File: src/verilog/swel_pkg.sv
package swel_pkg;

  // ----------------------------------------------------------------------
  // Register map (byte addresses, one word each)
  // ----------------------------------------------------------------------
  localparam logic [7:0] SWEL_CTRL_OFS = 8'h00;
  localparam logic [7:0] SWEL_STATE_OFS = 8'h04;
  localparam logic [7:0] SWEL_WAKE_EN_OFS = 8'h08;
  localparam logic [7:0] SWEL_IRQ_STAT_OFS = 8'h0c;
  localparam logic [7:0] SWEL_IRQ_MASK_OFS = 8'h10;
  localparam logic [7:0] SWEL_SOURCE_OFS = 8'h14;

  // ----------------------------------------------------------------------
  // Control register fields
  // ----------------------------------------------------------------------
  localparam int SWEL_CTRL_SLEEP_LSB = 0;
  localparam int SWEL_CTRL_GO_BIT = 2;
  localparam int SWEL_CTRL_PME_EN_BIT = 3;
  localparam int SWEL_CTRL_RTC_ARM_BIT = 4;
  localparam int SWEL_CTRL_DUAL_LED_BIT = 5;
  localparam int SWEL_CTRL_PS2_HOT_BIT = 6;

  // ----------------------------------------------------------------------
  // Wake source bit positions (status, mask, enable and latch share them)
  // ----------------------------------------------------------------------
  localparam int SWEL_NSRC = 9;
  localparam int SWEL_SRC_PWR_BTN = 0;
  localparam int SWEL_SRC_RTC = 1;
  localparam int SWEL_SRC_LAN = 2;
  localparam int SWEL_SRC_USB = 3;
  localparam int SWEL_SRC_PME = 4;
  localparam int SWEL_SRC_PCIE = 5;
  localparam int SWEL_SRC_SERIAL = 6;
  localparam int SWEL_SRC_KBD_ANY = 7;
  localparam int SWEL_SRC_KBD_HOT = 8;

  // ----------------------------------------------------------------------
  // Reset values
  // ----------------------------------------------------------------------
  localparam logic [8:0] SWEL_WAKE_EN_RST = 9'h1ff;
  localparam logic [8:0] SWEL_IRQ_MASK_RST = 9'h000;

  // ----------------------------------------------------------------------
  // Power states and the software sleep request encoding
  // ----------------------------------------------------------------------
  localparam logic [1:0] SWEL_REQ_S3 = 2'h0;
  localparam logic [1:0] SWEL_REQ_S4 = 2'h1;
  localparam logic [1:0] SWEL_REQ_S5 = 2'h2;

  typedef enum logic [3:0] {
    SWEL_S0 = 4'h1,
    SWEL_S3 = 4'h2,
    SWEL_S4 = 4'h4,
    SWEL_S5 = 4'h8
  } swel_state_e;

endpackage

File: src/verilog/swel_sync.sv
`timescale 1ns/1ps

// Two-flop synchroniser bank for pin inputs.
module swel_sync
  import swel_pkg::*;
#(
  parameter int WIDTH = 8
)
(
  // Clock and reset.
  input wire logic ref_clk,
  input wire logic reset,
  // Asynchronous pins in, synchronous levels out.
  input wire logic [WIDTH-1:0] pins,
  output logic [WIDTH-1:0] levels
);

  typedef struct packed {
    logic [WIDTH-1:0] meta;
    logic [WIDTH-1:0] sync;
  } swel_sync_s;

  swel_sync_s r;
  swel_sync_s next_r;

  // The first stage feeds only the second stage.
  always_comb
  begin
    next_r.meta = pins;
    next_r.sync = r.meta;
  end

  // Both stages clear under reset.
  always_ff @(posedge ref_clk)
  begin
    if (reset)
      r <= '0;
    else
      r <= next_r;
  end

  assign levels = r.sync;

  // Refuses a bank with no bits when the design is elaborated.
  if (WIDTH < 1)
  begin : g_width_check
    $error("swel_sync: WIDTH must be at least one.");
  end

endmodule

File: src/verilog/swel_top.sv
// The implementer's own choices: the placing of the registers and the Wishbone interface to the registers.
`timescale 1ns/1ps

// Contract
// In S3 main supply stays off; LED amber if dual, dark if single.
// An enabled wake while sleeping returns to the last working state.
// USB activity wakes only from S3.
// PCI PME wakes from S3, S4, S5 only with wake-on-PME enabled.
// PCI Express wake line wakes from S3, S4 and S5.
// Any PS/2 keyboard activity wakes from S3.
// In S4 or S5 only the hot-key or power key wakes via PS/2.
// Serial port activity wakes only from S3.
// An armed RTC alarm wakes the system from S5.
// The standby indicator is lit whenever standby power is present.
// Power-managed add-in boards may signal the device to wake.
// Power switch, LAN and RTC alarm wake from S3, S4 and S5.
// Sources are ignored in S0; only enabled sources wake.
module swel_top
  import swel_pkg::*;
(
  // Clock and reset.
  input wire logic ref_clk,
  input wire logic reset,
  // Wishbone classic slave.
  input wire logic wb_cyc_i,
  input wire logic wb_stb_i,
  input wire logic wb_we_i,
  input wire logic [7:0] wb_adr_i,
  input wire logic [3:0] wb_sel_i,
  input wire logic [31:0] wb_dat_i,
  output logic [31:0] wb_dat_o,
  output logic wb_ack_o,
  // Wake source pins and standby power sense, active high after board inversion.
  input wire logic pwr_btn,
  input wire logic rtc_alarm,
  input wire logic lan_wake,
  input wire logic usb_activity,
  input wire logic pci_pme,
  input wire logic pcie_wake,
  input wire logic serial_activity,
  input wire logic kbd_activity,
  input wire logic kbd_hot_key,
  input wire logic standby_present,
  // Power and indicator outputs.
  output logic main_power_on,
  output logic led_green,
  output logic led_amber,
  output logic standby_led,
  output logic irq
);

  // ----------------------------------------------------------------------
  // State record
  // ----------------------------------------------------------------------
  typedef struct packed {
    swel_state_e state;
    logic [1:0] sleep_req;
    logic pme_en;
    logic rtc_arm;
    logic dual_led;
    logic [SWEL_NSRC-1:0] wake_en;
    logic [SWEL_NSRC-1:0] irq_stat;
    logic [SWEL_NSRC-1:0] irq_mask;
    logic [SWEL_NSRC-1:0] last_src;
    logic [SWEL_NSRC-1:0] prev_lvl;
    logic [31:0] dat;
    logic ack;
    logic main_power_on;
    logic led_green;
    logic led_amber;
    logic standby_led;
    logic irq;
  } swel_top_s;

  swel_top_s r;
  swel_top_s next_r;

  logic [SWEL_NSRC:0] raw_pins;
  logic [SWEL_NSRC:0] lvl_all;
  logic [SWEL_NSRC-1:0] lvl;
  logic [SWEL_NSRC-1:0] rise;
  logic [SWEL_NSRC-1:0] allowed;
  logic [SWEL_NSRC-1:0] hits;
  logic standby_lvl;
  logic wb_req;
  logic wb_wr;
  logic sleeping;

  // ----------------------------------------------------------------------
  // Pin synchronisation
  // ----------------------------------------------------------------------
  always_comb
  begin
    raw_pins = '0;
    raw_pins[SWEL_SRC_PWR_BTN] = pwr_btn;
    raw_pins[SWEL_SRC_RTC] = rtc_alarm;
    raw_pins[SWEL_SRC_LAN] = lan_wake;
    raw_pins[SWEL_SRC_USB] = usb_activity;
    raw_pins[SWEL_SRC_PME] = pci_pme;
    raw_pins[SWEL_SRC_PCIE] = pcie_wake;
    raw_pins[SWEL_SRC_SERIAL] = serial_activity;
    raw_pins[SWEL_SRC_KBD_ANY] = kbd_activity;
    raw_pins[SWEL_SRC_KBD_HOT] = kbd_hot_key;
    raw_pins[SWEL_NSRC] = standby_present;
  end

  swel_sync #(
    .WIDTH(SWEL_NSRC + 1)
  ) u_sync (
    .ref_clk(ref_clk),
    .reset(reset),
    .pins(raw_pins),
    .levels(lvl_all)
  );

  assign lvl = lvl_all[SWEL_NSRC-1:0];
  assign standby_lvl = lvl_all[SWEL_NSRC];
  assign rise = lvl & ~r.prev_lvl;
  assign sleeping = (r.state != SWEL_S0);

  // ----------------------------------------------------------------------
  // Wake qualification per state
  // ----------------------------------------------------------------------
  always_comb
  begin
    allowed = '0;
    case (r.state)
      SWEL_S3:
      begin
        allowed = '1;
        allowed[SWEL_SRC_PME] = r.pme_en;
        allowed[SWEL_SRC_RTC] = r.rtc_arm;
      end
      SWEL_S4, SWEL_S5:
      begin
        allowed[SWEL_SRC_PWR_BTN] = 1'b1;
        allowed[SWEL_SRC_LAN] = 1'b1;
        allowed[SWEL_SRC_RTC] = r.rtc_arm;
        allowed[SWEL_SRC_PME] = r.pme_en;
        allowed[SWEL_SRC_PCIE] = 1'b1;
        allowed[SWEL_SRC_KBD_HOT] = 1'b1;
      end
      SWEL_S0: allowed = '0;
      default: allowed = '0;
    endcase
  end

  assign hits = rise & allowed & r.wake_en;

  assign wb_req = wb_cyc_i && wb_stb_i && !r.ack;
  assign wb_wr = wb_req && wb_we_i && wb_sel_i[0];

  // ----------------------------------------------------------------------
  // Next-state logic
  // ----------------------------------------------------------------------
  always_comb
  begin
    next_r = r;
    next_r.prev_lvl = lvl;
    next_r.ack = wb_req;
    next_r.dat = '0;
    // Status bits are set by events; sets win over the write-one clear.
    if (wb_wr && wb_adr_i == SWEL_IRQ_STAT_OFS)
      next_r.irq_stat = r.irq_stat & ~wb_dat_i[SWEL_NSRC-1:0];
    if (wb_wr)
    begin
      case (wb_adr_i)
        SWEL_CTRL_OFS:
        begin
          next_r.sleep_req = wb_dat_i[SWEL_CTRL_SLEEP_LSB +: 2];
          next_r.pme_en = wb_dat_i[SWEL_CTRL_PME_EN_BIT];
          next_r.rtc_arm = wb_dat_i[SWEL_CTRL_RTC_ARM_BIT];
          next_r.dual_led = wb_dat_i[SWEL_CTRL_DUAL_LED_BIT];
          if (wb_dat_i[SWEL_CTRL_GO_BIT] && r.state == SWEL_S0)
          begin
            case (wb_dat_i[SWEL_CTRL_SLEEP_LSB +: 2])
              SWEL_REQ_S3: next_r.state = SWEL_S3;
              SWEL_REQ_S4: next_r.state = SWEL_S4;
              SWEL_REQ_S5: next_r.state = SWEL_S5;
              default: next_r.state = r.state;
            endcase
          end
        end
        SWEL_WAKE_EN_OFS: next_r.wake_en = wb_dat_i[SWEL_NSRC-1:0];
        SWEL_IRQ_MASK_OFS: next_r.irq_mask = wb_dat_i[SWEL_NSRC-1:0];
        default: next_r.wake_en = r.wake_en;
      endcase
    end
    // A qualified wake returns to the working state and records its cause.
    if (sleeping && hits != '0)
    begin
      next_r.state = SWEL_S0;
      next_r.last_src = hits;
      next_r.irq_stat = next_r.irq_stat | hits;
    end
    // Read data; unmapped addresses read zero.
    if (wb_req && !wb_we_i)
    begin
      case (wb_adr_i)
        SWEL_CTRL_OFS:
          next_r.dat = {26'h0, r.dual_led, r.rtc_arm, r.pme_en, 1'b0,
                        r.sleep_req};
        SWEL_STATE_OFS: next_r.dat = {28'h0, r.state};
        SWEL_WAKE_EN_OFS: next_r.dat = {23'h0, r.wake_en};
        SWEL_IRQ_STAT_OFS: next_r.dat = {23'h0, r.irq_stat};
        SWEL_IRQ_MASK_OFS: next_r.dat = {23'h0, r.irq_mask};
        SWEL_SOURCE_OFS: next_r.dat = {23'h0, r.last_src};
        default: next_r.dat = '0;
      endcase
    end
    // Supply, green and amber outputs follow the state being entered.
    next_r.main_power_on = (next_r.state == SWEL_S0);
    next_r.led_green = (next_r.state == SWEL_S0);
    next_r.led_amber = (next_r.state == SWEL_S3) && next_r.dual_led;
    next_r.standby_led = standby_lvl;
    next_r.irq = |(next_r.irq_stat & next_r.irq_mask);
  end

  // ----------------------------------------------------------------------
  // State register
  // ----------------------------------------------------------------------
  always_ff @(posedge ref_clk)
  begin
    if (reset)
    begin
      r <= '0;
      r.state <= SWEL_S0;
      r.wake_en <= SWEL_WAKE_EN_RST;
      r.irq_mask <= SWEL_IRQ_MASK_RST;
      r.main_power_on <= 1'b1;
      r.led_green <= 1'b1;
    end
    else
      r <= next_r;
  end

  assign wb_dat_o = r.dat;
  assign wb_ack_o = r.ack;
  assign main_power_on = r.main_power_on;
  assign led_green = r.led_green;
  assign led_amber = r.led_amber;
  assign standby_led = r.standby_led;
  assign irq = r.irq;
endmodule
File: config.mk
export PLATFORM = sky130hd
export DESIGN_NAME = swel_top
export DESIGN_NICKNAME = d
export VERILOG_FILES = /design/src/verilog/swel_pkg.sv /design/src/verilog/swel_sync.sv /design/src/verilog/swel_top.sv
export SDC_FILE = /design/constraint.sdc
export NUM_CORES = 1
export LEC_CHECK = 0
export BUFFER_PORTS_ARGS = -buffer_cell sky130_fd_sc_hd__buf_4
export CAP_MARGIN = 10
export CORE_MARGIN = 2
export CORE_UTILIZATION = 52
export DETAILED_ROUTE_END_ITERATION = 10
export PLACE_DENSITY = 0.91
export RECOVER_POWER = 25
export SLEW_MARGIN = 20
export SYNTH_ARGS = -nofsm -noshare
export SYNTH_HDL_FRONTEND = slang
export SYNTH_SLANG_ARGS = --single-unit
File: constraint.sdc
create_clock -name ref_clk -period 2.6 [get_ports ref_clk]
set_clock_uncertainty 0.2 [all_clocks]
set_input_delay 0.65 -clock ref_clk [delete_from_list [all_inputs] [get_ports ref_clk]]
set_output_delay 0.65 -clock ref_clk [all_outputs]
set_load 0.02 [all_outputs]
### Yosys cells after proc, flatten, opt, wreduce, memory -nomap -nowiden

Index checks and enable logic that the tools add are counted.

| cells by class | value |
|---|---|
| mux-type cells | 16 |
| bitwise logic cells | 9 |
| reductions and logical operators | 19 |
| equal/unequal tests | 14 |

Operator list:

| kind | number |
|---|---|
| $mux 9 | 6 |
| $pmux 9 s6 | 1 |
| $and 9x9->9 | 5 |
| $mux 18 | 1 |
| $not 9->9 | 2 |
| $eq 8x4->1 const B | 2 |
| $eq 8x5->1 const B | 2 |
| $pmux 4 s3 | 1 |
| $logic_and 1x1->1 | 9 |
| $or 9x9->9 | 1 |
| $reduce_bool 9->1 | 1 |
| $reduce_or 9->1 | 1 |
| $eq 4x1->1 const B | 2 |
| $eq 4x2->1 const B | 2 |
| $eq 8x3->1 const B | 1 |
| $logic_not 8->1 | 1 |
| $mux 4 | 2 |
| $eq 4x3->1 const B | 1 |
| $eq 4x4->1 const B | 1 |
| $mux 2 | 2 |
| $ne 4x1->1 const B | 1 |
| $reduce_and 2->1 | 2 |
| $mux 3 | 1 |
| $reduce_or 3->1 | 1 |
| other kinds (7) | 9 |

| storage, ports and cells | value |
|---|---|
| register bits | 111 |
| word-level logic and storage cells | 76 |
| output and inout bits | 38 |
| input bits | 59 |

### Depth between registers and ports, before layout

Gate-level depths: netlist of run 1.

| depth | value |
|---|---|
| depth in word-level cells | 10 |
| gate-level depth with buffers | 8 |
| mapped depth without buffers | 6 |

### Cells and area by module

From an unflattened synthesis of run 1, not the netlist that was laid out.

| unflattened totals | value |
|---|---|
| cells, all modules | 391 |
| area, all modules | 3,662.3 µm² |

Modules (own cells, without submodules):

| module | area an instance (µm²) | instances | cells each |
|---|---|---|---|
| swel_top | 3,044.2 | 1 | 349 |
| swel_sync | 618.1 | 1 | 42 |

### Worst setup path after synthesis of run 1

No wires, ideal clock.

| timing | value |
|---|---|
| kind | in2reg |
| start | input wb_adr_i[0] |
| end | register r (netlist bit led_amber) |
| data arrival time | 2.102 ns |
| path buffers | 1 |
| stages | 7 |
| slack | 0.181 ns |
| setup time | 0.117 ns |
| required time | 2.283 ns |
| path through | or4_4 -> nor4_4 -> and2_1 -> buf_6 -> mux2i_1 -> nor2_2 -> and4bb_1 |

| on the way | value |
|---|---|
| word-level cells in the longest chain between the ends | 6 |

Ends and longest elaborated chain:

| element | line | source |
|---|---|---|
| start: declaration | swel_top.sv:28 | `input wire logic [7:0] wb_adr_i,` |
| $logic_not 8->1 * | swel_top.sv:167 | `case (wb_adr_i)` |
| $mux 9 * | swel_top.sv:167 |  |
| $mux 18 * | swel_top.sv:165 | `if (wb_wr)` |
| $mux 4 | swel_top.sv:190 | `if (sleeping && hits != '0)` |
| $eq 4x2->1 | swel_top.sv:214 | `next_r.led_amber = (next_r.state == SWEL_S3) && next_r.dual_led;` |
| $logic_and 1x1->1 * | swel_top.sv:214 |  |
| end signal: assignment | swel_top.sv:234 | `r <= next_r;` |
| end: declaration | swel_top.sv:75 | `swel_top_s r;` |

Mark *: on every way between the ends. The rest lies on a longest branch, timed or not.
A chain may end at the register's enable or synchronous reset.

### Worst setup path in the final report of run 1

| timing | value |
|---|---|
| start | input wb_adr_i[0] |
| end | register r (netlist bit irq) |

| on the way | value |
|---|---|
| word-level cells in the longest chain between the ends | 7 |

Ends and longest elaborated chain:

| element | line | source |
|---|---|---|
| $eq 8x4->1 | swel_top.sv:163 | `if (wb_wr && wb_adr_i == SWEL_IRQ_STAT_OFS)` |
| $logic_and 1x1->1 | swel_top.sv:163 |  |
| $mux 9 | swel_top.sv:163 |  |
| $or 9x9->9 | swel_top.sv:194 | `next_r.irq_stat = next_r.irq_stat \| hits;` |
| $mux 9 | swel_top.sv:190 |  |
| $and 9x9->9 * | swel_top.sv:216 | `next_r.irq = \|(next_r.irq_stat & next_r.irq_mask);` |
| $reduce_or 9->1 * | swel_top.sv:216 |  |

Marks and branches as above.

==> impl_metrics.prom, run 1 <==
# TYPE chip_impl_metric gauge
chip_impl_metric{name="synthCells",unit=""} 381
chip_impl_info{name="synth-main-ff-cell",value="sky130_fd_sc_hd__dfxtp_1"} 1
chip_impl_metric{name="grt_start_max_net_pins",unit=""} 44
chip_impl_metric{name="drt-wirelength-per-cell",unit="um"} 15.9
chip_impl_metric{name="first_global_vias",unit=""} 2776
chip_impl_metric{name="power.ir.vdd_worst",unit="mV"} 0.511
chip_impl_metric{name="vias",unit=""} 2986
chip_impl_metric{name="synth_top_area_share",unit=""} 0.470
chip_impl_info{name="worst_r2r_endpoint",value="r[47]$_SDFFE_PP0N_"} 1
chip_impl_metric{name="slew_violations",unit=""} 0
chip_impl_info{name="critical_path.top_delay_family",value="compound AO/OA/AOI/OAI gates"} 1
chip_impl_metric{name="cp.required",unit="ps"} 2640
chip_impl_metric{name="postSynth.asyncResetShare",unit=""} 0
chip_impl_metric{name="post_route_cells_drive_above_1_share",unit=""} 0.242
chip_impl_info{name="synthMostInstantiatedCell",value="sky130_fd_sc_hd__dfxtp_1"} 1
chip_impl_metric{name="ff_latch_area",unit="mm2"} 0.00176
chip_impl_metric{name="maxSlewHeadroom",unit=""} 0.152
chip_impl_metric{name="top_level_port_count",unit=""} 97
chip_impl_metric{name="antenna_violating_nets_post_route",unit=""} 0
chip_impl_metric{name="place.detailed.hpwl",unit="mm"} 6.08
chip_impl_metric{name="ctsHoldBuffers",unit=""} 0
chip_impl_metric{name="cts_resized",unit=""} 0
chip_impl_metric{name="combinational_fraction_of_design_power",unit=""} 0.067
chip_impl_metric{name="placement_rows",unit=""} 30
chip_impl_metric{name="power.sequential.fraction",unit=""} 0.526
chip_impl_metric{name="p_int",unit="mW"} 2.01
chip_impl_metric{name="regToRegSetupSlack",unit="ps"} 220
chip_impl_metric{name="setup_viol",unit=""} 0
chip_impl_metric{name="cellLeakagePower",unit="nW"} 1.84
chip_impl_metric{name="cts_setup_buffers",unit=""} 0
chip_impl_metric{name="critical_path_depth",unit=""} 7
chip_impl_info{name="cts_root_buffer",value="sky130_fd_sc_hd__clkbuf_8"} 1
chip_impl_info{name="top_cells_by_instance_count_after_synthesis",value="sky130_fd_sc_hd__dfxtp_1 (88), sky130_fd_sc_hd__nor2_1 (40), sky130_fd_sc_hd__buf_4 (34)"} 1
chip_impl_metric{name="cp.buffers_inverters",unit=""} 1
chip_impl_info{name="worstPathCellList",value="buf_4 -> nor4b_1 -> nand4_1 -> o22ai_1 -> o22a_1 -> o21ai_1 -> o41a_1"} 1
chip_impl_metric{name="port_buffers",unit=""} 47
chip_impl_metric{name="cts.path.max_buffers",unit=""} 2
chip_impl_info{name="synth.top_cells.by_area",value="sky130_fd_sc_hd__dfxtp_1 (47%), sky130_fd_sc_hd__buf_4 (6.8%), sky130_fd_sc_hd__nor2b_1 (5.0%)"} 1
chip_impl_info{name="tritoncts",value="yes"} 1
chip_impl_metric{name="initial_utilization",unit=""} 0.545
chip_impl_metric{name="synth_enable_flop_cells",unit=""} 0
chip_impl_metric{name="finish.utilization",unit=""} 0.629
chip_impl_metric{name="dieWidth",unit="um"} 88.9
chip_impl_info{name="min-delay-start",value="u_sync.next_r[2]$_SDFF_PP0_"} 1
chip_impl_metric{name="first_pass_grt_wire_length",unit="mm"} 13.4
chip_impl_metric{name="finalWorstPathRequiredPeriod",unit="ps"} 2550
chip_impl_metric{name="worst_ep_arrival_time",unit="ps"} 2590
chip_impl_info{name="min_delay_worst_endpoint",value="u_sync.levels[2]$_SDFF_PP0_"} 1
chip_impl_info{name="rsz_0062_raised_after_global_routing",value="no"} 1
chip_impl_metric{name="power.net_switching",unit="mW"} 0.599
chip_impl_info{name="nature_of_the_critical_path_startpoint",value="input pin"} 1
chip_impl_info{name="critical_path.slowest_cell",value="sky130_fd_sc_hd__nor4b_1"} 1
chip_impl_metric{name="drt-total-wl",unit="mm"} 8.48
chip_impl_metric{name="fin_worst_hold_slack",unit="ps"} 240
chip_impl_info{name="hold_path_class",value="register to register"} 1
chip_impl_info{name="timing.critical_path.to_type",value="register"} 1
chip_impl_metric{name="max-cap-violations",unit=""} 0
chip_impl_metric{name="cts-buffers-inserted",unit=""} 9
chip_impl_metric{name="detailedRoute.firstPassIterationCount",unit=""} 6
chip_impl_metric{name="yosys_register_bits",unit=""} 88
chip_impl_metric{name="yosys_warnings",unit=""} 0
chip_impl_metric{name="worst-r2r-cell-count",unit=""} 6
chip_impl_metric{name="worst_margin_pin_slew",unit="ps"} 1270
chip_impl_metric{name="worstSkewPairLatency",unit="ps"} 360
chip_impl_metric{name="cellPowerDensity",unit="mW/mm2"} 603
chip_impl_metric{name="die_area",unit="mm2"} 0.00790
chip_impl_metric{name="cts_sinks",unit=""} 88
chip_impl_metric{name="instances_no_fill",unit=""} 534
chip_impl_metric{name="power.switching_fraction",unit=""} 0.230
chip_impl_metric{name="timing.setup.tns",unit="ps"} 0
chip_impl_metric{name="synth.distinct_cells",unit=""} 60
chip_impl_metric{name="min_period_over_period",unit=""} 0.980
chip_impl_metric{name="finish.net_count",unit=""} 492
chip_impl_metric{name="worstHoldPathCells",unit=""} 1
chip_impl_metric{name="drt_drc_violations_left",unit=""} 0
chip_impl_metric{name="critical_path.max_fanout",unit=""} 3
chip_impl_metric{name="syn-cell-area",unit="mm2"} 0.00375
chip_impl_metric{name="grt_antenna_before_repair",unit=""} 0
chip_impl_metric{name="power.share.clock",unit=""} 0.408
chip_impl_metric{name="grt_usage",unit=""} 0.227
chip_impl_metric{name="cts.clk_slew.worst_paths",unit="ps"} 90
chip_impl_metric{name="fillerInstances",unit=""} 564
chip_impl_metric{name="synth_area_per_cell",unit="um2"} 9.83
chip_impl_metric{name="drt_first_iter_violations",unit=""} 259
chip_impl_info{name="setup.worst_path.class",value="input pin to register"} 1
chip_impl_metric{name="placeableCoreArea",unit="mm2"} 0.00687
chip_impl_metric{name="die_y",unit="um"} 88.9
chip_impl_metric{name="placedCellCount",unit=""} 518
chip_impl_metric{name="hold_viol",unit=""} 0
chip_impl_metric{name="synth-seq-area-share",unit=""} 0.470
chip_impl_metric{name="cts_max_level",unit=""} 3
chip_impl_metric{name="finalWeightedCongestion",unit=""} 0.956
chip_impl_info{name="outcome",value="finished clean"} 1
chip_impl_metric{name="fmaxAchievable",unit="MHz"} 392
chip_impl_metric{name="synth_to_layout_area_growth",unit="%"} 15.4
chip_impl_metric{name="vias_per_cell",unit=""} 5.59
chip_impl_info{name="synth_largest_area_cell",value="sky130_fd_sc_hd__dfxtp_1"} 1
chip_impl_metric{name="worst_path_largest_cell_delay",unit="ps"} 570
chip_impl_metric{name="multi_input_area",unit="mm2"} 0.00166
chip_impl_info{name="worstReg2RegStart",value="r[74]$_SDFFE_PP1P_"} 1
chip_impl_metric{name="total_congestion_overflow_after_global_routing",unit=""} 0
chip_impl_metric{name="diode_insertion_count_for_antenna_repair",unit=""} 0
registers in the layout (all words and copies together) (netlist names):
register and flops:
standby_led 1, r 54, u_sync.next_r 10, wb_dat_o 9, u_sync.levels 10, led_amber 1, irq 1, led_green 1
wb_ack_o 1
how the worst max path moves through the flow:
stage,from,to,slack (ps)
global placement,wb_adr_i[0],irq$_SDFF_PP0_,-90
CTS,wb_adr_i[0],irq$_SDFF_PP0_,90
detailed placement,wb_adr_i[0],irq$_SDFF_PP0_,-240
finish,wb_adr_i[0],irq$_SDFF_PP0_,50
floorplan,wb_adr_i[0],led_amber$_SDFF_PP0_,180
global route,wb_adr_i[0],irq$_SDFF_PP0_,50
area by class of cell:
cell class,instances,area share
Clock buffer,10,0.0318
Clock inverter,6,0.0211
Inverter,2,0.00174
Multi-Input combinational cell,259,0.384
Sequential cell,88,0.408
Tap cell,96,0.0278
Timing Repair Buffer,73,0.125
layer usage:
layer	track usage	vias up	wire length (um)
met5	0	-	0
li1	-	1383	-
met4	0.106	0	222
met2	0.370	178	4150
met1	0.274	1399	3430
met3	0.0681	26	676
power by group through the flow:
stage	clock network [mW]	registers (mW)	logic (mW)
6_report	1.06	1.37	0.174
5_1_grt	1.13	1.37	0.187
4_1_cts	1.08	1.37	0.173
3_5_place_dp	0	1.40	0.172
3_3_place_gp	0	1.40	0.170
2_1_floorplan	0	1.40	0.124
cell usage in the layout, fill, tap and decap left out, types with 12 or more instances in the layout:
master / synthesis / final
sky130_fd_sc_hd__dfxtp_1: 88 / 88
sky130_fd_sc_hd__buf_4: 34 / 71
sky130_fd_sc_hd__nor2_1: 40 / 40
sky130_fd_sc_hd__nand2_1: 31 / 31
sky130_fd_sc_hd__nor2b_1: 30 / 30
sky130_fd_sc_hd__conb_1: 1 / 23
sky130_fd_sc_hd__a22oi_1: 15 / 15
sky130_fd_sc_hd__mux2i_1: 15 / 15
sky130_fd_sc_hd__a21oi_1: 13 / 13
sky130_fd_sc_hd__nand3_1: 12 / 12
worst register-to-register path, cell delays in order, from the launching register on:
cell and delay, ps:
sky130_fd_sc_hd__dfxtp_1 340, sky130_fd_sc_hd__and3b_1 240, sky130_fd_sc_hd__or4_1 520, sky130_fd_sc_hd__o21a_1 250, sky130_fd_sc_hd__nor3_4 490, sky130_fd_sc_hd__a22oi_1 150
sky130_fd_sc_hd__nor2_1 130
through the flow:
step	total power, mW	cell area (um2)	worst slack [ps]
final	2.61	4320	50.9
after global routing	2.69	4320	47.6
after CTS	2.62	4330	85.8
after detailed placement	1.57	4100	-242
after global placement	1.57	4100	-87.0
after floorplan	1.53	3830	181
kinds of logic after synthesis:
| kind of cell | synth area share |
|---|---|
| simple gates | 0.250 |
| flops | 0.470 |
| compound gates | 0.105 |
| buf+inv | 0.108 |
| mux | 0.0631 |
| xor+xnor | 0.00234 |
| other cells | 0.00100 |
No activity file was read; power rests on OpenSTA's default activity.
==> inputs of run 2 (changes only) <==
- ABC_AREA: default -> 1
- CORE_UTILIZATION: 52 -> 53
- PLACE_DENSITY: 0.91 -> 0.92
==> run 2 against run 1 <==
Compared with the run above: sequential power barely moved; critical path type is now register to register; highest routed layer unchanged; design area increased by 0.78%; routed wire length decreased by 3.1%; utilization is 1.9 points lower; worst setup slack improved by 370 ps.
==> impl_metrics.prom, run 2 <==
# TYPE chip_impl_metric gauge
chip_impl_info{name="setup.worst_path.class",value="register to register"} 1
chip_impl_metric{name="ctsHoldBuffers",unit=""} 0
chip_impl_metric{name="critical_path.max_fanout",unit=""} 15
chip_impl_info{name="tritoncts",value="yes"} 1
chip_impl_metric{name="die_area",unit="mm2"} 0.00798
chip_impl_info{name="top_cells_by_instance_count_after_synthesis",value="sky130_fd_sc_hd__nand2_1 (103), sky130_fd_sc_hd__dfxtp_1 (88), sky130_fd_sc_hd__inv_1 (74)"} 1
chip_impl_metric{name="cts_setup_buffers",unit=""} 0
chip_impl_info{name="nature_of_the_critical_path_startpoint",value="register"} 1
chip_impl_info{name="synth.top_cells.by_area",value="sky130_fd_sc_hd__dfxtp_1 (46%), sky130_fd_sc_hd__nand2_1 (10%), sky130_fd_sc_hd__inv_1 (7.2%)"} 1
chip_impl_metric{name="total_congestion_overflow_after_global_routing",unit=""} 0
chip_impl_metric{name="synth_area_per_cell",unit="um2"} 7.45
chip_impl_info{name="layout_common_cells",value="sky130_fd_sc_hd__nand2_1 (103), sky130_fd_sc_hd__dfxtp_1 (88), sky130_fd_sc_hd__inv_1 (74)"} 1
chip_impl_metric{name="cts.clk_slew.worst_paths",unit="ps"} 80
chip_impl_metric{name="grt_antenna_before_repair",unit=""} 0
chip_impl_metric{name="placeableCoreArea",unit="mm2"} 0.00714
chip_impl_info{name="synth_largest_area_cell",value="sky130_fd_sc_hd__dfxtp_1"} 1
chip_impl_metric{name="first_global_vias",unit=""} 2894
chip_impl_metric{name="cts_max_level",unit=""} 3
chip_impl_metric{name="min_period_over_period",unit=""} 0.838
chip_impl_metric{name="syn-cell-area",unit="mm2"} 0.00386
chip_impl_metric{name="drt_drc_violations_left",unit=""} 0
chip_impl_info{name="largest-register",value="r"} 1
chip_impl_metric{name="vias",unit=""} 3274
chip_impl_metric{name="max-cap-violations",unit=""} 0
chip_impl_metric{name="vias_per_cell",unit=""} 4.94
chip_impl_info{name="cts_root_buffer",value="sky130_fd_sc_hd__clkbuf_8"} 1
chip_impl_metric{name="top_level_port_count",unit=""} 97
chip_impl_metric{name="place.detailed.hpwl",unit="mm"} 5.76
chip_impl_metric{name="hold_viol",unit=""} 0
chip_impl_metric{name="drt-total-wl",unit="mm"} 8.22
chip_impl_metric{name="power.ir.vdd_worst",unit="mV"} 0.340
chip_impl_metric{name="cellLeakagePower",unit="nW"} 1.97
chip_impl_info{name="synth-main-ff-cell",value="sky130_fd_sc_hd__dfxtp_1"} 1
chip_impl_metric{name="first_pass_grt_wire_length",unit="mm"} 13.2
chip_impl_metric{name="multi_input_area",unit="mm2"} 0.00154
chip_impl_metric{name="maxSlewHeadroom",unit=""} 0.254
chip_impl_metric{name="worst_ep_arrival_time",unit="ps"} 2210
chip_impl_metric{name="timing.setup.tns",unit="ps"} 0
chip_impl_info{name="outcome",value="finished clean"} 1
chip_impl_metric{name="grt_usage",unit=""} 0.218
chip_impl_metric{name="cellPowerDensity",unit="mW/mm2"} 593
chip_impl_info{name="timing.critical_path.to_type",value="register"} 1
chip_impl_metric{name="placement_rows",unit=""} 31
chip_impl_metric{name="post_route_cells_drive_above_1_share",unit=""} 0.168
chip_impl_metric{name="synth.distinct_cells",unit=""} 31
chip_impl_metric{name="antenna_violating_nets_post_route",unit=""} 0
chip_impl_metric{name="port_buffers",unit=""} 47
chip_impl_metric{name="setup_viol",unit=""} 0
chip_impl_metric{name="flip_flop_count_of_the_largest_register_all_copies_and_words_added",unit=""} 54
chip_impl_metric{name="yosys_warnings",unit=""} 0
chip_impl_metric{name="cp.required",unit="ps"} 2640
chip_impl_metric{name="worst_path_largest_cell_delay",unit="ps"} 420
chip_impl_metric{name="finish.net_count",unit=""} 618
chip_impl_metric{name="synth_to_layout_area_growth",unit="%"} 12.8
chip_impl_metric{name="synth-seq-area-share",unit=""} 0.456
chip_impl_metric{name="cts_sinks",unit=""} 88
chip_impl_metric{name="yosys_register_bits",unit=""} 88
chip_impl_metric{name="cts-buffers-inserted",unit=""} 9
chip_impl_metric{name="worst-r2r-cell-count",unit=""} 9
chip_impl_metric{name="diode_insertion_count_for_antenna_repair",unit=""} 0
chip_impl_info{name="rsz_0062_raised_after_global_routing",value="no"} 1
chip_impl_metric{name="postLayoutCellArea",unit="mm2"} 0.00436
chip_impl_metric{name="detailedRoute.firstPassIterationCount",unit=""} 5
chip_impl_metric{name="worst_margin_pin_slew",unit="ps"} 1120
chip_impl_metric{name="ff_latch_area",unit="mm2"} 0.00176
chip_impl_info{name="critical_path.slowest_cell",value="sky130_fd_sc_hd__dfxtp_1"} 1
chip_impl_metric{name="synth_top_area_share",unit=""} 0.456
chip_impl_info{name="hold_path_class",value="register to register"} 1
chip_impl_metric{name="drt_first_iter_violations",unit=""} 326
chip_impl_metric{name="synthCells",unit=""} 518
chip_impl_metric{name="fmaxAchievable",unit="MHz"} 459
chip_impl_metric{name="slew_violations",unit=""} 0
chip_impl_metric{name="dieWidth",unit="um"} 89.4
chip_impl_metric{name="postSynth.asyncResetShare",unit=""} 0
chip_impl_info{name="synthMostInstantiatedCell",value="sky130_fd_sc_hd__nand2_1"} 1
chip_impl_metric{name="grt_start_max_net_pins",unit=""} 59
chip_impl_metric{name="initial_utilization",unit=""} 0.541
chip_impl_metric{name="finalWeightedCongestion",unit=""} 0.945
chip_impl_info{name="mostFrequentLayoutCell",value="sky130_fd_sc_hd__nand2_1"} 1
chip_impl_metric{name="cts.path.max_buffers",unit=""} 2
chip_impl_info{name="worstPathCellList",value="nor2_1 -> nand2_2 -> nand2_4 -> nand2_1 -> nand4_1 -> nor2_4 -> nand3_1 -> nand3_1 -> nand2_1"} 1
chip_impl_metric{name="fillerInstances",unit=""} 655
chip_impl_metric{name="drt-wirelength-per-cell",unit="um"} 12.4
chip_impl_metric{name="cts_resized",unit=""} 0
chip_impl_metric{name="finalWorstPathRequiredPeriod",unit="ps"} 2180
chip_impl_metric{name="synth_enable_flop_cells",unit=""} 0
chip_impl_metric{name="placement.cell_area",unit="mm2"} 0.00414
chip_impl_metric{name="worstHoldPathCells",unit=""} 2
chip_impl_metric{name="die_y",unit="um"} 89.4
chip_impl_metric{name="worstSkewPairLatency",unit="ps"} 350
run 2: kinds of logic after synthesis:
| logic type | share of synthesized area |
|---|---|
| and+or+nand+nor | 0.270 |
| other | 0.000971 |
| buffers and inverters | 0.164 |
| DFF | 0.456 |
| AOI/OAI and AO/OA | 0.109 |
run 2: final timing paths:
kind,start,endpoint,slack (ps)
min reg2reg,u_sync.next_r[8]$_SDFF_PP0_,u_sync.levels[8]$_SDFF_PP0_,200
min,u_sync.next_r[8]$_SDFF_PP0_,u_sync.levels[8]$_SDFF_PP0_,200
max reg2reg,r[88]$_SDFF_PP1_,led_green$_SDFF_PP1_,420
max,r[88]$_SDFF_PP1_,led_green$_SDFF_PP1_,420
run 2: stage by stage:
step           worst slack (ps)  instances  hold slack, ps  utilization  power, mW
2_1_floorplan               600        540             188            -       1.52
3_3_place_gp                248        647             192        0.579       1.55
3_5_place_dp                201        647             192        0.579       1.55
4_1_cts                     490        663             203        0.612       2.60
5_1_grt                     333        663             210        0.610       2.68
6_report                    421        663             200        0.610       2.58
run 2: cell type report:
cell class | count | area share
clock buffer | 12 | 0.0356
clock inverter | 4 | 0.0175
inverter | 77 | 0.0664
multi-input combinational | 328 | 0.354
sequential | 88 | 0.404
tap | 99 | 0.0284
timing repair buffer | 55 | 0.0934
run 2: layer usage:
layer / up-vias / wire length [um] / global-route usage
met2: 154 / 3990 / 0.355
li1: 1646 / - / -
met5: - / 0 / 0
met4: 0 / 267 / 0.123
met1: 1445 / 3400 / 0.274
met3: 29 / 567 / 0.0342
run 2: worst max-delay path, delay by kind of cell (launching register included):
| kind | cells | cell delay, ps |
|---|---|---|
| and+or+nand+nor | 9 | 1430 |
| DFF | 1 | 420 |
run 2: report_power, final:
| group | total (mW) | internal [mW] | switching [mW] |
|---|---|---|---|
| logic | 0.151 | 0.0501 | 0.100 |
| registers | 1.37 | 1.37 | 0.00501 |
| clock network | 1.06 | 0.596 | 0.465 |
==> inputs of run 3 (changes only) <==
- ABC_AREA: 1 -> 0
- CORE_UTILIZATION: 53 -> 47
- PLACE_DENSITY: 0.92 -> 0.87
- clock period: 2.6 -> 2 ns (I/O delays scaled with it)
==> run 3 against run 2 <==
Compared with the run above: the flow now finishes with violations (setup timing); flip-flop and latch count unchanged; global-route usage rose by 0.27 points; first-iteration DRC count increased by 0.61%; worst setup slack lost 570 ps; design area is 11% higher; clock-buffer cell count down 3; die area increased by 9.0%; sequential share of layout area fell by 3.9 points; critical path depth decreased by 4; sequential power rose by 30%; non-clock buffer count grew 61; register-to-register slack worse by 570 ps; critical endpoint is now r[90]$_SDFF_PP0_.
==> impl_metrics.prom, run 3 (synthesis results as in run 1) <==
# TYPE chip_impl_metric gauge
chip_impl_metric{name="initial_utilization",unit=""} 0.485
chip_impl_metric{name="worst_path_largest_cell_delay",unit="ps"} 530
chip_impl_metric{name="grt_start_max_net_pins",unit=""} 23
chip_impl_metric{name="cp.buffers_inverters",unit=""} 0
chip_impl_metric{name="drt-wirelength-per-cell",unit="um"} 15.9
chip_impl_metric{name="postLayoutCellArea",unit="mm2"} 0.00483
chip_impl_metric{name="place.detailed.hpwl",unit="mm"} 6.56
chip_impl_metric{name="first_global_vias",unit=""} 3010
chip_impl_metric{name="post_route_cells_drive_above_1_share",unit=""} 0.367
chip_impl_info{name="critical_path.slowest_cell",value="sky130_fd_sc_hd__or4_4"} 1
chip_impl_info{name="hold_path_class",value="input pin to register"} 1
chip_impl_metric{name="detailedRoute.firstPassIterationCount",unit=""} 5
chip_impl_metric{name="timing.setup.tns",unit="ps"} -1010
chip_impl_metric{name="antenna_violating_nets_post_route",unit=""} 0
chip_impl_info{name="timing.critical_path.to_type",value="register"} 1
chip_impl_metric{name="worst_ep_arrival_time",unit="ps"} 2250
chip_impl_metric{name="diode_insertion_count_for_antenna_repair",unit=""} 0
chip_impl_metric{name="slew_violations",unit=""} 0
chip_impl_metric{name="cellPowerDensity",unit="mW/mm2"} 668
chip_impl_metric{name="cts_max_level",unit=""} 3
chip_impl_info{name="layout_common_cells",value="sky130_fd_sc_hd__buf_4 (105), sky130_fd_sc_hd__dfxtp_1 (82), sky130_fd_sc_hd__nor2_1 (40)"} 1
chip_impl_metric{name="flip_flop_count_of_the_largest_register_all_copies_and_words_added",unit=""} 54
chip_impl_info{name="rsz_0062_raised_after_global_routing",value="yes"} 1
chip_impl_metric{name="worstSkewPairLatency",unit="ps"} 360
chip_impl_metric{name="finalWeightedCongestion",unit=""} 0.939
chip_impl_info{name="nature_of_the_critical_path_startpoint",value="register"} 1
chip_impl_metric{name="finalWorstPathRequiredPeriod",unit="ps"} 2150
chip_impl_metric{name="die_y",unit="um"} 93.3
chip_impl_metric{name="drt-total-wl",unit="mm"} 9.29
chip_impl_metric{name="ctsHoldBuffers",unit=""} 0
chip_impl_metric{name="grt_usage",unit=""} 0.220
chip_impl_metric{name="power.ir.vdd_worst",unit="mV"} 0.450
chip_impl_metric{name="cts.path.max_buffers",unit=""} 2
chip_impl_metric{name="postLayoutSetupSlackWorst",unit="ps"} -149
chip_impl_metric{name="top_level_port_count",unit=""} 97
chip_impl_metric{name="cts.clk_slew.worst_paths",unit="ps"} 90
chip_impl_metric{name="vias_per_cell",unit=""} 5.36
chip_impl_metric{name="cts_sinks",unit=""} 88
chip_impl_info{name="outcome",value="complete, but fails checks"} 1
chip_impl_info{name="tritoncts",value="yes"} 1
chip_impl_metric{name="min_period_over_period",unit=""} 1.07
chip_impl_metric{name="cts-buffers-inserted",unit=""} 9
chip_impl_metric{name="grt_antenna_before_repair",unit=""} 0
chip_impl_metric{name="placement.cell_area",unit="mm2"} 0.00441
chip_impl_metric{name="vias",unit=""} 3131
chip_impl_info{name="mostFrequentLayoutCell",value="sky130_fd_sc_hd__buf_4"} 1
chip_impl_metric{name="fmaxAchievable",unit="MHz"} 465
chip_impl_metric{name="cp.required",unit="ps"} 2100
chip_impl_info{name="violations",value="setup timing"} 1
chip_impl_info{name="largest-register",value="r"} 1
chip_impl_metric{name="critical_path.max_fanout",unit=""} 5
chip_impl_metric{name="hold_viol",unit=""} 0
chip_impl_metric{name="cellLeakagePower",unit="nW"} 2.07
chip_impl_metric{name="first_pass_grt_wire_length",unit="mm"} 14.8
chip_impl_info{name="cts_root_buffer",value="sky130_fd_sc_hd__clkbuf_8"} 1
chip_impl_info{name="critical_path.top_delay_family",value="simple AND/OR/NAND/NOR gates"} 1
chip_impl_metric{name="finish.net_count",unit=""} 536
chip_impl_metric{name="placement_rows",unit=""} 32
chip_impl_metric{name="die_area",unit="mm2"} 0.00870
chip_impl_metric{name="port_buffers",unit=""} 47
chip_impl_metric{name="setup_viol",unit=""} 23
chip_impl_info{name="setup.worst_path.class",value="register to register"} 1
chip_impl_metric{name="drt_first_iter_violations",unit=""} 328
chip_impl_metric{name="max-cap-violations",unit=""} 0
chip_impl_metric{name="dieWidth",unit="um"} 93.3
chip_impl_metric{name="drt_drc_violations_left",unit=""} 0
chip_impl_metric{name="total_congestion_overflow_after_global_routing",unit=""} 0
chip_impl_info{name="worstPathCellList",value="and3b_1 -> or4_4 -> o21a_4 -> nor4_4 -> o221a_1"} 1
chip_impl_metric{name="synth_to_layout_area_growth",unit="%"} 29.1
chip_impl_metric{name="placeableCoreArea",unit="mm2"} 0.00773
==> run 3: cell types whose count changed in the layout (fill, tap and decap cells not counted), sizes merged, moves of 15 or more <==
cell	delta
nand2	-79
inv	-71
buf	+63
nor2	-32
nor2b	+30
a21oi	-23
nand3	-18
a22oi	+16
o21ai	-16
mux2i	+15
==> run 3: stage by stage <==
step                total power [mW]  hold slack, ps  instances  setup slack (ps)  utilization
finish                          3.23             140        584              -149        0.626
global route                    3.36             119        584              -204        0.626
CTS                             3.25             125        582              -126        0.621
detailed placement              2.07             220        556              -507        0.570
global placement                2.06             217        556              -428        0.570
floorplan                       1.99             214        403              -267            -
==> run 3: layout make-up <==
cell class	instances	area, um2
multi-input cells	260	1810
clock buffers	9	124
fillers	617	2890
clock inverters	7	67.6
flip-flops and latches	88	1770
inverters	2	7.51
repair buffers	116	933
well taps	102	128
==> run 3: final timing paths <==
path                               start                           to  slack, ps  depth (start not counted)
max                   r[79]$_SDFFE_PP1P_             r[90]$_SDFF_PP0_       -150                          5
min                         usb_activity  u_sync.next_r[3]$_SDFF_PP0_        140                          2
max reg2reg           r[79]$_SDFFE_PP1P_             r[90]$_SDFF_PP0_       -150                          5
min reg2reg  u_sync.next_r[6]$_SDFF_PP0_  u_sync.levels[6]$_SDFF_PP0_        240                          1
==> run 3: power breakdown <==
part | leakage, nW | total [mW] | internal (mW) | switching (mW)
sequential | 0.715 | 1.78 | 1.78 | 0.00659
clock | 0.0962 | 1.18 | 0.488 | 0.696
combinational | 1.26 | 0.265 | 0.116 | 0.149
total | 2.07 | 3.23 | 2.38 | 0.852
==> run 3: worst reg2reg max path: stages, from the launching register on <==
cell and delay, ps:
sky130_fd_sc_hd__dfxtp_2 340, sky130_fd_sc_hd__and3b_1 170, sky130_fd_sc_hd__or4_4 530, sky130_fd_sc_hd__o21a_4 230, sky130_fd_sc_hd__nor4_4 380, sky130_fd_sc_hd__o221a_1 250
==> run 3: timing repair <==
item	4_1_cts	5_1_grt
resized for setup	34	6
pin swaps	17	10
cloned	1	0
buffers inserted	10	2
setup endpoints to repair	29	20
hold endpoints to repair	0	0
==> run 3: routing by layer <==
| metal | vias to the layer above | share of wire | track usage |
|---|---|---|---|
| li1 | 1478 | - | - |
| met1 | 1460 | 0.42 | 0.274 |
| met2 | 163 | 0.48 | 0.365 |
| met3 | 30 | 0.070 | 0.0540 |
| met4 | 0 | 0.033 | 0.0931 |
| met5 | - | 0 | 0 |
